## config.mk

```make
export PLATFORM = sky130hd
export DESIGN_NAME = sas_adc_ctrl
export DESIGN_NICKNAME = d
export VERILOG_FILES = /design/src/design/sas_pkg.sv /design/src/design/sas_tad_gen.sv /design/src/design/sas_adc_ctrl.sv
export SDC_FILE = /design/constraint.sdc
export NUM_CORES = 1
export LEC_CHECK = 0
export BUFFER_PORTS_ARGS = -buffer_cell sky130_fd_sc_hd__buf_4
export CAP_MARGIN = 20
export CORE_MARGIN = 2
export CORE_UTILIZATION = 55
export DETAILED_ROUTE_END_ITERATION = 10
export GPL_TIMING_DRIVEN = 0
export PLACE_DENSITY = 0.81
export SLEW_MARGIN = 30
export SYNTH_ARGS = -nofsm -noshare
export SYNTH_HDL_FRONTEND = slang
export SYNTH_SLANG_ARGS = --single-unit
```

## constraint.sdc

```tcl
create_clock -name i_clk -period 3.8 [get_ports i_clk]
set_clock_uncertainty 0.05 [all_clocks]
set_input_delay 0.19 -clock i_clk [delete_from_list [all_inputs] [get_ports i_clk]]
set_output_delay 0.19 -clock i_clk [all_outputs]
set_load 0.02 [all_outputs]
```

## src/design/sas_pkg.sv

```systemverilog
package sas_pkg;

  // ----------------------------------------------------------------
  // Register map (byte offsets on the plain register port)
  // ----------------------------------------------------------------
  localparam logic [2:0] OFF_CONV_CTRL = 3'h0;
  localparam logic [2:0] OFF_PIN_REF = 3'h1;
  localparam logic [2:0] OFF_TIMING = 3'h2;
  localparam logic [2:0] OFF_RESULT_HIGH = 3'h3;
  localparam logic [2:0] OFF_RESULT_LOW = 3'h4;
  localparam logic [2:0] OFF_STATUS = 3'h5;

  // ----------------------------------------------------------------
  // Field positions
  // ----------------------------------------------------------------
  localparam int CC_ENABLE_BIT = 0;
  localparam int CC_GO_BIT = 1;
  localparam int CC_CHAN_LSB = 2;
  localparam int PR_PCFG_LSB = 0;
  localparam int PR_POS_REF_BIT = 4;
  localparam int PR_NEG_REF_BIT = 5;
  localparam int TF_CLK_LSB = 0;
  localparam int TF_ACQ_LSB = 3;
  localparam int TF_JUSTIFY_BIT = 7;
  localparam int ST_DONE_BIT = 0;

  // ----------------------------------------------------------------
  // Reset values and widths
  // ----------------------------------------------------------------
  localparam logic [3:0] PCFG_FUSE_ONE = 4'h0;
  localparam logic [3:0] PCFG_FUSE_ZERO = 4'h7;
  localparam logic [3:0] PCFG_ALL_ANALOG = 4'h2;
  localparam int NUM_CHANNELS = 13;
  localparam int RESULT_BITS = 10;

  // ----------------------------------------------------------------
  // Timing
  // ----------------------------------------------------------------
  localparam int CLK_PERIOD_PS = 5000;
  // One instruction cycle is four oscillator periods
  localparam int INSTR_CYCLE_PS = 4 * CLK_PERIOD_PS;
  localparam int INSTR_CYCLE_CLKS = INSTR_CYCLE_PS / CLK_PERIOD_PS;
  localparam int CONV_TADS = 11;

  // Conversion clock select codes
  localparam logic [2:0] CS_DIV2 = 3'h0;
  localparam logic [2:0] CS_DIV8 = 3'h1;
  localparam logic [2:0] CS_DIV32 = 3'h2;
  localparam logic [2:0] CS_RC_A = 3'h3;
  localparam logic [2:0] CS_DIV4 = 3'h4;
  localparam logic [2:0] CS_DIV16 = 3'h5;
  localparam logic [2:0] CS_DIV64 = 3'h6;
  localparam logic [2:0] CS_RC_B = 3'h7;

  typedef enum logic [1:0] {
    SAS_IDLE = 2'b00,
    SAS_RC_WAIT = 2'b01,
    SAS_ACQUIRE = 2'b10,
    SAS_CONVERT = 2'b11
  } sas_state_t;

endpackage

```

## src/design/sas_tad_gen.sv

```systemverilog
`timescale 1ns/1ps
`default_nettype none

module sas_tad_gen (
  input wire logic i_clk,
  input wire logic i_rst_n,
  input wire logic i_run,
  input wire logic [2:0] i_sel,
  input wire logic i_rc_tick,
  output logic o_tad_tick
);

  // ----------------------------------------------------------------
  // Oscillator divide ratio minus one
  // ----------------------------------------------------------------
  function automatic logic [5:0] div_last(input logic [2:0] sel);
    case (sel)
      sas_pkg::CS_DIV2: div_last = 6'h01;
      sas_pkg::CS_DIV4: div_last = 6'h03;
      sas_pkg::CS_DIV8: div_last = 6'h07;
      sas_pkg::CS_DIV16: div_last = 6'h0f;
      sas_pkg::CS_DIV32: div_last = 6'h1f;
      sas_pkg::CS_DIV64: div_last = 6'h3f;
      default: div_last = 6'h00;
    endcase
  endfunction

  logic [5:0] cnt_q;
  logic rc_sel;
  logic div_tick;

  assign rc_sel = (i_sel == sas_pkg::CS_RC_A) || (i_sel == sas_pkg::CS_RC_B);
  assign div_tick = (cnt_q == div_last(i_sel));

  // Restarted while idle so the first period is always a full one
  always_ff @(posedge i_clk) begin
    if (!i_rst_n || !i_run || div_tick) begin
      cnt_q <= 6'h00;
    end else begin
      cnt_q <= cnt_q + 6'h01;
    end
  end

  // The RC source runs on its own, so its tick is passed straight through
  assign o_tad_tick = i_run && (rc_sel ? i_rc_tick : div_tick);

endmodule

`default_nettype wire

```

## src/design/sas_adc_ctrl.sv

```systemverilog
// Notes on behaviour
// Thirteen inputs, ten-bit result
// Channel field picks input 0 to 12
// Go bit reads 1 while converting
// Enable bit switches converter on
// Reference select bits pick pin or supply
// Pin config turns pins digital from top
// Pin config reset value follows fuse
// Justify bit picks right or left layout
// Acquisition code sets delay in periods
// Clock select picks divider or RC
// RC source adds one instruction cycle
// Software picks RC for sleep conversions
// Result by successive approximation
// Reset clears registers, aborts conversion
// Completion stores result, clears go, flags
// Result pair untouched by reset
// Software waits acquisition when code zero
// Nonzero delay inserted before conversion
// Software configures, enables, starts, polls
// Software waits two periods between conversions
// Unused register bits read zero
// Conversion takes eleven clock periods
// Start samples for delay, then converts
// Sampling resumes after each conversion
// Start ignored when disabled; flag sticky
// Unused channel codes convert normally
`timescale 1ns/1ps
`default_nettype none

module sas_adc_ctrl #(
  parameter int NUM_CH = sas_pkg::NUM_CHANNELS,
  parameter int RES_W = sas_pkg::RESULT_BITS
) (
  input wire logic i_clk,
  input wire logic i_rst_n,
  input wire logic i_portb_analog_fuse,
  input wire logic [2:0] i_addr,
  input wire logic [7:0] i_wdata,
  input wire logic i_wr,
  input wire logic i_rd,
  output logic [7:0] o_rdata,
  input wire logic i_rc_tick,
  input wire logic i_comp_high,
  output logic [3:0] o_channel,
  output logic [NUM_CH-1:0] o_pin_analog,
  output logic o_vref_neg_ext,
  output logic o_vref_pos_ext,
  output logic o_sample,
  output logic [RES_W-1:0] o_dac_code,
  output logic o_done_flag
);

  // ----------------------------------------------------------------
  // Helpers
  // ----------------------------------------------------------------
  // Acquisition code to number of conversion-clock periods
  function automatic logic [4:0] acq_periods(input logic [2:0] code);
    case (code)
      3'h1: acq_periods = 5'h02;
      3'h2: acq_periods = 5'h04;
      3'h3: acq_periods = 5'h06;
      3'h4: acq_periods = 5'h08;
      3'h5: acq_periods = 5'h0c;
      3'h6: acq_periods = 5'h10;
      3'h7: acq_periods = 5'h14;
      default: acq_periods = 5'h00;
    endcase
  endfunction

  function automatic logic is_rc(input logic [2:0] sel);
    is_rc = (sel == sas_pkg::CS_RC_A) || (sel == sas_pkg::CS_RC_B);
  endfunction

  // ----------------------------------------------------------------
  // Control registers
  // ----------------------------------------------------------------
  logic enable_q;
  logic [3:0] channel_q;
  logic neg_ref_q;
  logic pos_ref_q;
  logic [3:0] pcfg_q;
  logic justify_q;
  logic [2:0] acq_sel_q;
  logic [2:0] clk_sel_q;
  logic done_flag_q;
  logic [7:0] result_high_q;
  logic [7:0] result_low_q;
  logic [7:0] rdata_q;

  logic wr_cc;
  logic wr_pr;
  logic wr_tf;
  logic wr_st;
  logic start_req;
  logic finish;

  sas_pkg::sas_state_t state_q;
  sas_pkg::sas_state_t state_d;

  assign wr_cc = i_wr && (i_addr == sas_pkg::OFF_CONV_CTRL);
  assign wr_pr = i_wr && (i_addr == sas_pkg::OFF_PIN_REF);
  assign wr_tf = i_wr && (i_addr == sas_pkg::OFF_TIMING);
  assign wr_st = i_wr && (i_addr == sas_pkg::OFF_STATUS);

  // A start needs the enable bit set in the same write, even when the module is already on
  assign start_req = wr_cc && i_wdata[sas_pkg::CC_GO_BIT] &&
                     i_wdata[sas_pkg::CC_ENABLE_BIT] &&
                     (state_q == sas_pkg::SAS_IDLE);

  always_ff @(posedge i_clk) begin
    if (!i_rst_n) begin
      enable_q <= 1'b0;
      channel_q <= 4'h0;
    end else if (wr_cc) begin
      enable_q <= i_wdata[sas_pkg::CC_ENABLE_BIT];
      channel_q <= i_wdata[sas_pkg::CC_CHAN_LSB +: 4];
    end
  end

  // Fuse is a static strap, sampled while reset is held
  always_ff @(posedge i_clk) begin
    if (!i_rst_n) begin
      neg_ref_q <= 1'b0;
      pos_ref_q <= 1'b0;
      pcfg_q <= i_portb_analog_fuse ? sas_pkg::PCFG_FUSE_ONE
                                    : sas_pkg::PCFG_FUSE_ZERO;
    end else if (wr_pr) begin
      neg_ref_q <= i_wdata[sas_pkg::PR_NEG_REF_BIT];
      pos_ref_q <= i_wdata[sas_pkg::PR_POS_REF_BIT];
      pcfg_q <= i_wdata[sas_pkg::PR_PCFG_LSB +: 4];
    end
  end

  always_ff @(posedge i_clk) begin
    if (!i_rst_n) begin
      justify_q <= 1'b0;
      acq_sel_q <= 3'h0;
      clk_sel_q <= 3'h0;
    end else if (wr_tf) begin
      justify_q <= i_wdata[sas_pkg::TF_JUSTIFY_BIT];
      acq_sel_q <= i_wdata[sas_pkg::TF_ACQ_LSB +: 3];
      clk_sel_q <= i_wdata[sas_pkg::TF_CLK_LSB +: 3];
    end
  end

  // Hardware set beats a software clear in the same cycle
  always_ff @(posedge i_clk) begin
    if (!i_rst_n) begin
      done_flag_q <= 1'b0;
    end else if (finish) begin
      done_flag_q <= 1'b1;
    end else if (wr_st && !i_wdata[sas_pkg::ST_DONE_BIT]) begin
      done_flag_q <= 1'b0;
    end
  end

  // ----------------------------------------------------------------
  // Sequencer
  // ----------------------------------------------------------------
  logic tad_tick;
  logic [1:0] rc_wait_q;
  logic [4:0] acq_cnt_q;
  logic [3:0] conv_cnt_q;
  logic [RES_W-1:0] sar_q;
  logic [RES_W-1:0] trial_q;
  logic run_tad;

  assign run_tad = (state_q == sas_pkg::SAS_ACQUIRE) ||
                   (state_q == sas_pkg::SAS_CONVERT);

  sas_tad_gen u_tad_gen (
    .i_clk(i_clk),
    .i_rst_n(i_rst_n),
    .i_run(run_tad),
    .i_sel(clk_sel_q),
    .i_rc_tick(i_rc_tick),
    .o_tad_tick(tad_tick)
  );

  assign finish = (state_q == sas_pkg::SAS_CONVERT) && tad_tick &&
                  (conv_cnt_q == 4'(sas_pkg::CONV_TADS - 1));

  always_comb begin
    state_d = state_q;
    case (state_q)
      sas_pkg::SAS_IDLE: begin
        if (start_req) begin
          if (is_rc(clk_sel_q)) begin
            state_d = sas_pkg::SAS_RC_WAIT;
          end else if (acq_sel_q != 3'h0) begin
            state_d = sas_pkg::SAS_ACQUIRE;
          end else begin
            state_d = sas_pkg::SAS_CONVERT;
          end
        end
      end
      sas_pkg::SAS_RC_WAIT: begin
        if (rc_wait_q == 2'(sas_pkg::INSTR_CYCLE_CLKS - 1)) begin
          state_d = (acq_sel_q != 3'h0) ? sas_pkg::SAS_ACQUIRE
                                        : sas_pkg::SAS_CONVERT;
        end
      end
      sas_pkg::SAS_ACQUIRE: begin
        if (tad_tick && (acq_cnt_q == acq_periods(acq_sel_q) - 5'h01)) begin
          state_d = sas_pkg::SAS_CONVERT;
        end
      end
      sas_pkg::SAS_CONVERT: begin
        if (finish) begin
          state_d = sas_pkg::SAS_IDLE;
        end
      end
      default: state_d = sas_pkg::SAS_IDLE;
    endcase
    // Switching the module off abandons any conversion; a start that
    // switches the module on in the same write must still get through
    if (!enable_q && !start_req) begin
      state_d = sas_pkg::SAS_IDLE;
    end
  end

  always_ff @(posedge i_clk) begin
    if (!i_rst_n) begin
      state_q <= sas_pkg::SAS_IDLE;
    end else begin
      state_q <= state_d;
    end
  end

  always_ff @(posedge i_clk) begin
    if (!i_rst_n || state_q != sas_pkg::SAS_RC_WAIT) begin
      rc_wait_q <= 2'h0;
    end else begin
      rc_wait_q <= rc_wait_q + 2'h1;
    end
  end

  always_ff @(posedge i_clk) begin
    if (!i_rst_n || state_q != sas_pkg::SAS_ACQUIRE) begin
      acq_cnt_q <= 5'h00;
    end else if (tad_tick) begin
      acq_cnt_q <= acq_cnt_q + 5'h01;
    end
  end

  // First period disconnects the hold cap, then one bit per period
  always_ff @(posedge i_clk) begin
    if (!i_rst_n || state_q != sas_pkg::SAS_CONVERT) begin
      conv_cnt_q <= 4'h0;
      sar_q <= '0;
      trial_q <= {1'b1, {(RES_W-1){1'b0}}};
    end else if (tad_tick && conv_cnt_q != 4'h0) begin
      conv_cnt_q <= conv_cnt_q + 4'h1;
      // Keep the trial bit when the input sits above the trial level
      if (i_comp_high) begin
        sar_q <= sar_q | trial_q;
      end
      trial_q <= trial_q >> 1;
    end else if (tad_tick) begin
      conv_cnt_q <= 4'h1;
    end
  end

  // ----------------------------------------------------------------
  // Result pair
  // ----------------------------------------------------------------
  logic [RES_W-1:0] final_res;

  assign final_res = i_comp_high ? (sar_q | trial_q) : sar_q;

  // No reset: contents stay as they were across a reset
  always_ff @(posedge i_clk) begin
    if (finish) begin
      if (justify_q) begin
        result_high_q <= {6'h00, final_res[9:8]};
        result_low_q <= final_res[7:0];
      end else begin
        result_high_q <= final_res[9:2];
        result_low_q <= {final_res[1:0], 6'h00};
      end
    end
  end

  // ----------------------------------------------------------------
  // Read port
  // ----------------------------------------------------------------
  logic busy;

  assign busy = enable_q && (state_q != sas_pkg::SAS_IDLE);

  always_ff @(posedge i_clk) begin
    if (!i_rst_n || !i_rd) begin
      rdata_q <= 8'h00;
    end else begin
      case (i_addr)
        sas_pkg::OFF_CONV_CTRL:
          rdata_q <= {2'b00, channel_q, busy, enable_q};
        sas_pkg::OFF_PIN_REF:
          rdata_q <= {2'b00, neg_ref_q, pos_ref_q, pcfg_q};
        sas_pkg::OFF_TIMING:
          rdata_q <= {justify_q, 1'b0, acq_sel_q, clk_sel_q};
        sas_pkg::OFF_RESULT_HIGH: rdata_q <= result_high_q;
        sas_pkg::OFF_RESULT_LOW: rdata_q <= result_low_q;
        sas_pkg::OFF_STATUS: rdata_q <= {7'h00, done_flag_q};
        default: rdata_q <= 8'h00;
      endcase
    end
  end

  // ----------------------------------------------------------------
  // Analog-side controls
  // ----------------------------------------------------------------
  // Codes up to the all-analog limit keep every pin analog; each code
  // above it makes one more pin digital from the top down
  always_comb begin
    for (int i = 0; i < NUM_CH; i++) begin
      if (pcfg_q <= sas_pkg::PCFG_ALL_ANALOG) begin
        o_pin_analog[i] = 1'b1;
      end else begin
        o_pin_analog[i] =
          (i < NUM_CH - int'(pcfg_q) + int'(sas_pkg::PCFG_ALL_ANALOG));
      end
    end
  end

  // Unused codes go straight through to the mux and convert as usual
  assign o_channel = channel_q;
  assign o_vref_neg_ext = neg_ref_q;
  assign o_vref_pos_ext = pos_ref_q;
  // Sampling runs whenever the module is on and not converting
  assign o_sample = enable_q && (state_q != sas_pkg::SAS_CONVERT);
  assign o_dac_code = sar_q | trial_q;
  assign o_done_flag = done_flag_q;
  assign o_rdata = rdata_q;

endmodule

`default_nettype wire

```

**Yosys cells after proc, flatten, opt, wreduce, memory -nomap -nowiden**

Cells that the tools add are included.

- Register bits after elaboration: 82
- Input bits: 18
- Output and inout port bits: 39
- Logic and storage cells: 153

- $add $sub $neg: 7
- $lt $le $gt $ge: 14
- Eq/ne operators: 34
- Multiplexer cells: 35
- Bitwise operators: 2
- Reductions and logical operators: 40

Operators with widths:

| operator | count |
|---|---|
| $pmux 8 s6 | 1 |
| $pmux 6 s6 | 1 |
| $pmux 5 s7 | 1 |
| $eq 3x3->1 const B | 10 |
| $lt 5x6->1 const A | 5 |
| $lt 4x6->1 const A | 4 |
| $eq 3x2->1 const B | 6 |
| $mux 1 | 17 |
| $logic_and 1x1->1 | 16 |
| $mux 4 | 4 |
| $lt 3x6->1 const A | 2 |
| $mux 2 | 6 |
| $mux 10 | 1 |
| $ne 2x2->1 const B | 5 |
| $or 10x10->10 | 1 |
| $eq 3x1->1 const B | 3 |
| $logic_or 1x1->1 | 8 |
| $mux 8 | 1 |
| $pmux 2 s4 | 1 |
| $add 5x3->6 const B | 1 |
| $add 6x1->6 const B | 1 |
| $eq 2x2->1 const B | 3 |
| $eq 6x6->1 | 1 |
| $logic_not 1->1 | 6 |
| 22 further kinds | 27 |

**Longest topological paths before layout**

- Word-level depth: 9
- Mapped depth: 10
- Depth with buffers taken out: 9

**Hierarchy**

A second synthesis with hierarchy kept.

- Cells, all modules: 464
- Area total of the unflattened synthesis: 4,215.3 µm²

Modules (own cells, without submodules):

| module | instances | cells an instance | area each (µm²) | seq. area each (µm²) |
|---|---|---|---|---|
| sas_adc_ctrl | 1 | 414 | 3,766.1 | 1,721.7 |
| sas_tad_gen | 1 | 50 | 449.2 | 120.1 |

**Worst setup path after synthesis**

OpenSTA, ideal clock, no wires.

- Path kind: reg-to-reg
- Start: register u_tad_gen.cnt_q[3]
- End: register result_high_q[0] (enable)
- Library setup time: 0.412 ns
- Arrival: 2.759 ns
- Required time: 3.338 ns
- Setup slack: 0.579 ns
- Cell stages (with the launch flop): 8
- Buffers on the path: 1
- Period minus slack after synthesis: 3.221 ns
- Cell sequence: dfxtp_1 buf_2 or3b_1 a31oi_1 o41ai_2 a211oi_2 o21ai_2 nor3_1

- Longest elaborated chain between the ends: 5

Ends and longest elaborated chain:

| element | line | text |
|---|---|---|
| start, declared | sas_tad_gen.sv:28 | `logic [5:0] cnt_q;` |
| start signal, assigned | sas_tad_gen.sv:40 | `cnt_q <= cnt_q + 6'h01;` |
| $eq 6x6->1 | sas_tad_gen.sv:33 | `assign div_tick = (cnt_q == div_last(i_sel));` |
| $mux 1 | sas_tad_gen.sv:45 | `assign o_tad_tick = i_run && (rc_sel ? i_rc_tick : div_tick);` |
| $logic_and 1x1->1 | sas_tad_gen.sv:45 |  |
| $logic_and 1x1->1 (2 in series) | sas_adc_ctrl.sv:181 | `assign finish = (state_q == sas_pkg::SAS_CONVERT) && tad_tick &&` |
| net finish | sas_adc_ctrl.sv:96 | `logic finish;` |
| end signal, assigned | sas_adc_ctrl.sv:276 | `result_high_q <= {6'h00, final_res[9:8]};` |
| end signal, assigned | sas_adc_ctrl.sv:279 | `result_high_q <= final_res[9:2];` |
| end, declared | sas_adc_ctrl.sv:87 | `logic [7:0] result_high_q;` |

The timed path passes the listed nets, and every way through them passes these cells.
A chain may end at the register's enable or synchronous reset.

**Worst setup path in the final report**

- Start: register pcfg_q[1]
- End: output port o_pin_analog[0]

- Longest elaborated chain between the ends: 4
- Elaborated cells between the ends (all ways): 5
- Classes of those cells: add/sub (2); order compare (2); mux (1)

Ends and longest elaborated chain:

| element | line | text |
|---|---|---|
| start, declared | sas_adc_ctrl.sv:82 | `logic [3:0] pcfg_q;` |
| start signal, assigned | sas_adc_ctrl.sv:126 | `pcfg_q <= i_portb_analog_fuse ? sas_pkg::PCFG_FUSE_ONE` |
| start signal, assigned | sas_adc_ctrl.sv:131 | `pcfg_q <= i_wdata[sas_pkg::PR_PCFG_LSB +: 4];` |
| $sub 4x4->5 | sas_adc_ctrl.sv:322 | `(i < NUM_CH - int'(pcfg_q) + int'(sas_pkg::PCFG_ALL_ANALOG));` |
| $add 5x3->6 | sas_adc_ctrl.sv:322 |  |
| $lt 1x6->1 | sas_adc_ctrl.sv:322 |  |
| $mux 1 * | sas_adc_ctrl.sv:318 | `if (pcfg_q <= sas_pkg::PCFG_ALL_ANALOG) begin` |
| end, declared | sas_adc_ctrl.sv:46 | `output logic [NUM_CH-1:0] o_pin_analog,` |

Mark *: on every way between the ends. The rest lies on a longest branch, timed or not.

==> impl_results.md <==
- Yosys synthesis warning count: 0
- Gr ovfl total: 0
- First-pass GRT wire length: 16.23 mm
- Area of the mapped netlist: 0.004279 mm^2
- Number of antenna violations at the first check in global routing: 0
- Maximum buffer depth of the clock tree: 2
- Area of the die: about 0.0085 mm^2
- TritonCTS clock tree: done
- Clock slew seen by the registers of the worst setup and hold paths: roughly 0.090 ns
- Cell type contributing the most total cell area after synthesis: sky130_fd_sc_hd__dfxtp_1
- Tightest slew margin relative to the limit: between 50% and 60%
- Max_cap viols: 0
- Routability Congestion: 0.9419
- Pin count of the biggest net entering global routing: 19
- Total CTS buffers: 9
- Most frequently used cell type in the post-synthesis netlist: sky130_fd_sc_hd__dfxtp_1
- WL/cell: about 15 um
- Proportion of synthesized flip-flops having asynchronous set or reset: 0%
- Data required time of the critical path: 3.56 ns
- Inserted Diodes: 0
- Final number of setup-violating endpoints: 0
- Number of enable flip-flop cells after synthesis: 20
- Fin crit period: around 3.1 ns
- VDD IR-drop max: ~180 uV
- Area fraction of the dominant cell type after synthesis: 29.01%
- Total global-route track usage: about a quarter
- Synthesis-to-finish area growth: 17.11%
- Top FF cell, synth: sky130_fd_sc_hd__dfxtp_1
- Portion of the clock cycle consumed by the worst path in the final layout: about four fifths
- Core region area: 0.007647 mm^2
- Synth Register Bits: slightly above 80
- Biggest area contributors in the synthesized netlist: sky130_fd_sc_hd__dfxtp_1, sky130_fd_sc_hd__edfxtp_1, sky130_fd_sc_hd__mux2i_1, sky130_fd_sc_hd__a21oi_1, sky130_fd_sc_hd__nor2_1
- Mean post-synth cell area: roughly 9 um^2
- Worst Path Arrival: ~2.8 ns
- Worst setup SP type: flip-flop
- Setup repair after global routing missed its margin: no
- Distinct cells, synth: 62
- Net count after synthesis: 508
- Total power density per cell area: between 300 and 400 mW/mm^2
- Number of design rule violations left after detail routing: 0
- Final antenna-violating net count: 0
- Post-layout total power: between 1500 and 2000 uW
- Actual transition at the worst max-transition pin: 0.6413 ns
- Total detailed-routing wirelength: 9.793 mm
- Max Freq: 325.9 MHz
- Final cell count without fillers: about 650
- Most numerous cell types in the synthesized netlist: sky130_fd_sc_hd__dfxtp_1, sky130_fd_sc_hd__nor2_1, sky130_fd_sc_hd__nand2_1
- Slowest stage cell on the critical path: sky130_fd_sc_hd__edfxtp_1
- HPWL after detailed placement: ~7.2 mm
- Final-layout worst hold slack: 0.05496 ns
- Number of rows in the core area: 32
- CP max stage delay: roughly 0.42 ns
- Insertion delay to the later sink of the worst-skew pair: between 0.3 and 0.4 ns
- Final count of hold timing violations: 0
- First-pass detailed-route iteration total: 7
- Synthesized instance count: roughly 480
- Top-level I/O count: 57
- Clock Sinks: 82
- Post-cts repair resize count: 0
- Root Buffer: sky130_fd_sc_hd__clkbuf_8
- Total count of max-transition violations in the final report: 0
- Final cell area excluding filler cells: roughly 0.005 mm^2
- H-tree depth: 3
- Worst setup path category: flip-flop to primary output
- Number of hold buffers added after cts: 0
- Width of the chip: roughly 90 um
- Post-CTS repair timing setup buffer count: 0
- Count of buffers inserted at the top-level ports: 51
- Total via count in the routed design: 3714
- Number of global-route vias before repair: roughly 3400
- Detail-routed via count per cell: between 5 and 6
- Seq/Total Area, Yosys: 43.04%
- Static leakage: ~0.0018 uW
- CP dominant cell by count: sky130_fd_sc_hd__inv_1
- Core utilization of the finished layout: about two thirds
- Type of the worst min-delay path: primary input to flip-flop
- Fraction of layout cells with a size suffix above 1: a little under a fifth
- Run status: complete, no violations
- Placement Cell Area: 0.004802 mm^2
- Ordered cell list for the critical path: clkbuf_1 > inv_1 > ha_1 > inv_1 > nand2_1 > maj3_1 > or3_1 > buf_4
- Crit path max fanout: 10
- 1st-iter DRT viols: roughly 230
- Starting density of the core: 55.96%
- Die Span Y: roughly 90 um
- Type of element capturing the critical path: primary output
- Placed cell count: between 600 and 700
- Post-layout net count: 571
-- worst max-delay path: cells and delay by family, from the launching register on --
| kind | cells | cell delay (ns) |
|---|---|---|
| simple gates | 2 | 0.39 |
| fa+ha+maj | 2 | 0.78 |
| flops | 1 | 0.42 |
| buf+inv | 4 | 0.88 |
-- per-stage QoR --
| step | setup slack (ns) | TNS [ns] |
|---|---|---|
| global route | 0.5481 | 0 |
| finish | 0.7316 | 0 |
| floorplan | 0.5792 | 0 |
| CTS | 0.7488 | 0 |
| detailed placement | 0.8317 | 0 |
| global placement | -0.05282 | -0.8410 |
-- metal layers --
| metal | GRT usage (%) | part of all wire [%] | vias up |
|---|---|---|---|
| met4 | 8.582 | 1.8 | 0 |
| li1 | - | - | 1800 |
| met1 | 31.55 | 44 | 1733 |
| met3 | 4.108 | 6.0 | 22 |
| met2 | 39.28 | 49 | 159 |
| met5 | 0 | 0 | - |
-- worst paths after layout --
path | start | end | cells after the start | slack (ns)
min | i_wdata[2] | o_channel[0] | 3 | 0.05
min reg2reg | rc_wait_q[0] | rc_wait_q[0] | 1 | 0.38
max | pcfg_q[1] | o_pin_analog[0] | 8 | 0.73
max reg2reg | clk_sel_q[0] | result_high_q[0] | 8 | 0.81
-- cell families after synthesis --
group / synth area share, %
AOI/OAI and AO/OA: 16.00
xor gates and xnor gates: 2.251
adders and majority gates: 4.561
buffers and inverters: 4.444
DFF: 43.04
muxes: 7.953
and+or+nand+nor: 21.75
-- power breakdown --
part	total (uW)	internal (uW)	switching [uW]
clock	627	262	365
sequential	910	900	10.1
combinational	246	99.9	146
-- sequential cells by signal (all words and copies together), names as in the netlist, 2 cells and up --
signal / flops
rc_wait_q: 2
pcfg_q: 4
acq_cnt_q: 5
o_channel: 4
acq_sel_q: 3
result_high_q: 8
conv_cnt_q: 4
result_low_q: 8
clk_sel_q: 3
state_q: 2
trial_q: 10
sar_q: 10
o_rdata: 8
u_tad_gen.cnt_q: 6
-- cell type report --
type	count	area, um^2
plain buffers	29	118.9
clock buffers	9	123.9
clock inverters	7	76.32
fillers	620	2636
inverters	19	71.32
multi-input cells	346	2261
flip-flops and latches	82	1842
well taps	102	127.6
repair buffers	52	390.4
-- placed cells by master, fill, tap and decap left out, types with 2 or more instances in the layout --
master	n
sky130_fd_sc_hd__nor2b_1	26
sky130_fd_sc_hd__a211oi_2	3
sky130_fd_sc_hd__a31oi_1	13
sky130_fd_sc_hd__xnor2_1	5
sky130_fd_sc_hd__maj3_1	2
sky130_fd_sc_hd__nor2_1	50
sky130_fd_sc_hd__a211oi_1	8
sky130_fd_sc_hd__mux2i_1	25
sky130_fd_sc_hd__nor3b_1	4
sky130_fd_sc_hd__o22ai_1	3
sky130_fd_sc_hd__nand2b_1	8
sky130_fd_sc_hd__or3b_1	2
sky130_fd_sc_hd__clkbuf_1	23
sky130_fd_sc_hd__mux2_2	2
sky130_fd_sc_hd__buf_4	53
sky130_fd_sc_hd__a211o_1	2
sky130_fd_sc_hd__inv_1	19
sky130_fd_sc_hd__nand2_1	45
sky130_fd_sc_hd__or3_1	4
sky130_fd_sc_hd__dfxtp_1	62
sky130_fd_sc_hd__a21oi_1	43
sky130_fd_sc_hd__buf_2	5
sky130_fd_sc_hd__and2_1	3
sky130_fd_sc_hd__o22a_1	3
sky130_fd_sc_hd__nand3b_1	2
sky130_fd_sc_hd__edfxtp_1	20
sky130_fd_sc_hd__inv_6	2
sky130_fd_sc_hd__o31ai_1	2
sky130_fd_sc_hd__clkbuf_8	9
sky130_fd_sc_hd__inv_8	3
sky130_fd_sc_hd__mux4_2	3
sky130_fd_sc_hd__ha_1	14
sky130_fd_sc_hd__nand3_1	12
sky130_fd_sc_hd__nor3_1	4
sky130_fd_sc_hd__o21ai_0	11
sky130_fd_sc_hd__or2_2	10
sky130_fd_sc_hd__o211ai_1	3
sky130_fd_sc_hd__xor2_1	6
Power figures use the tool's default switching activity.
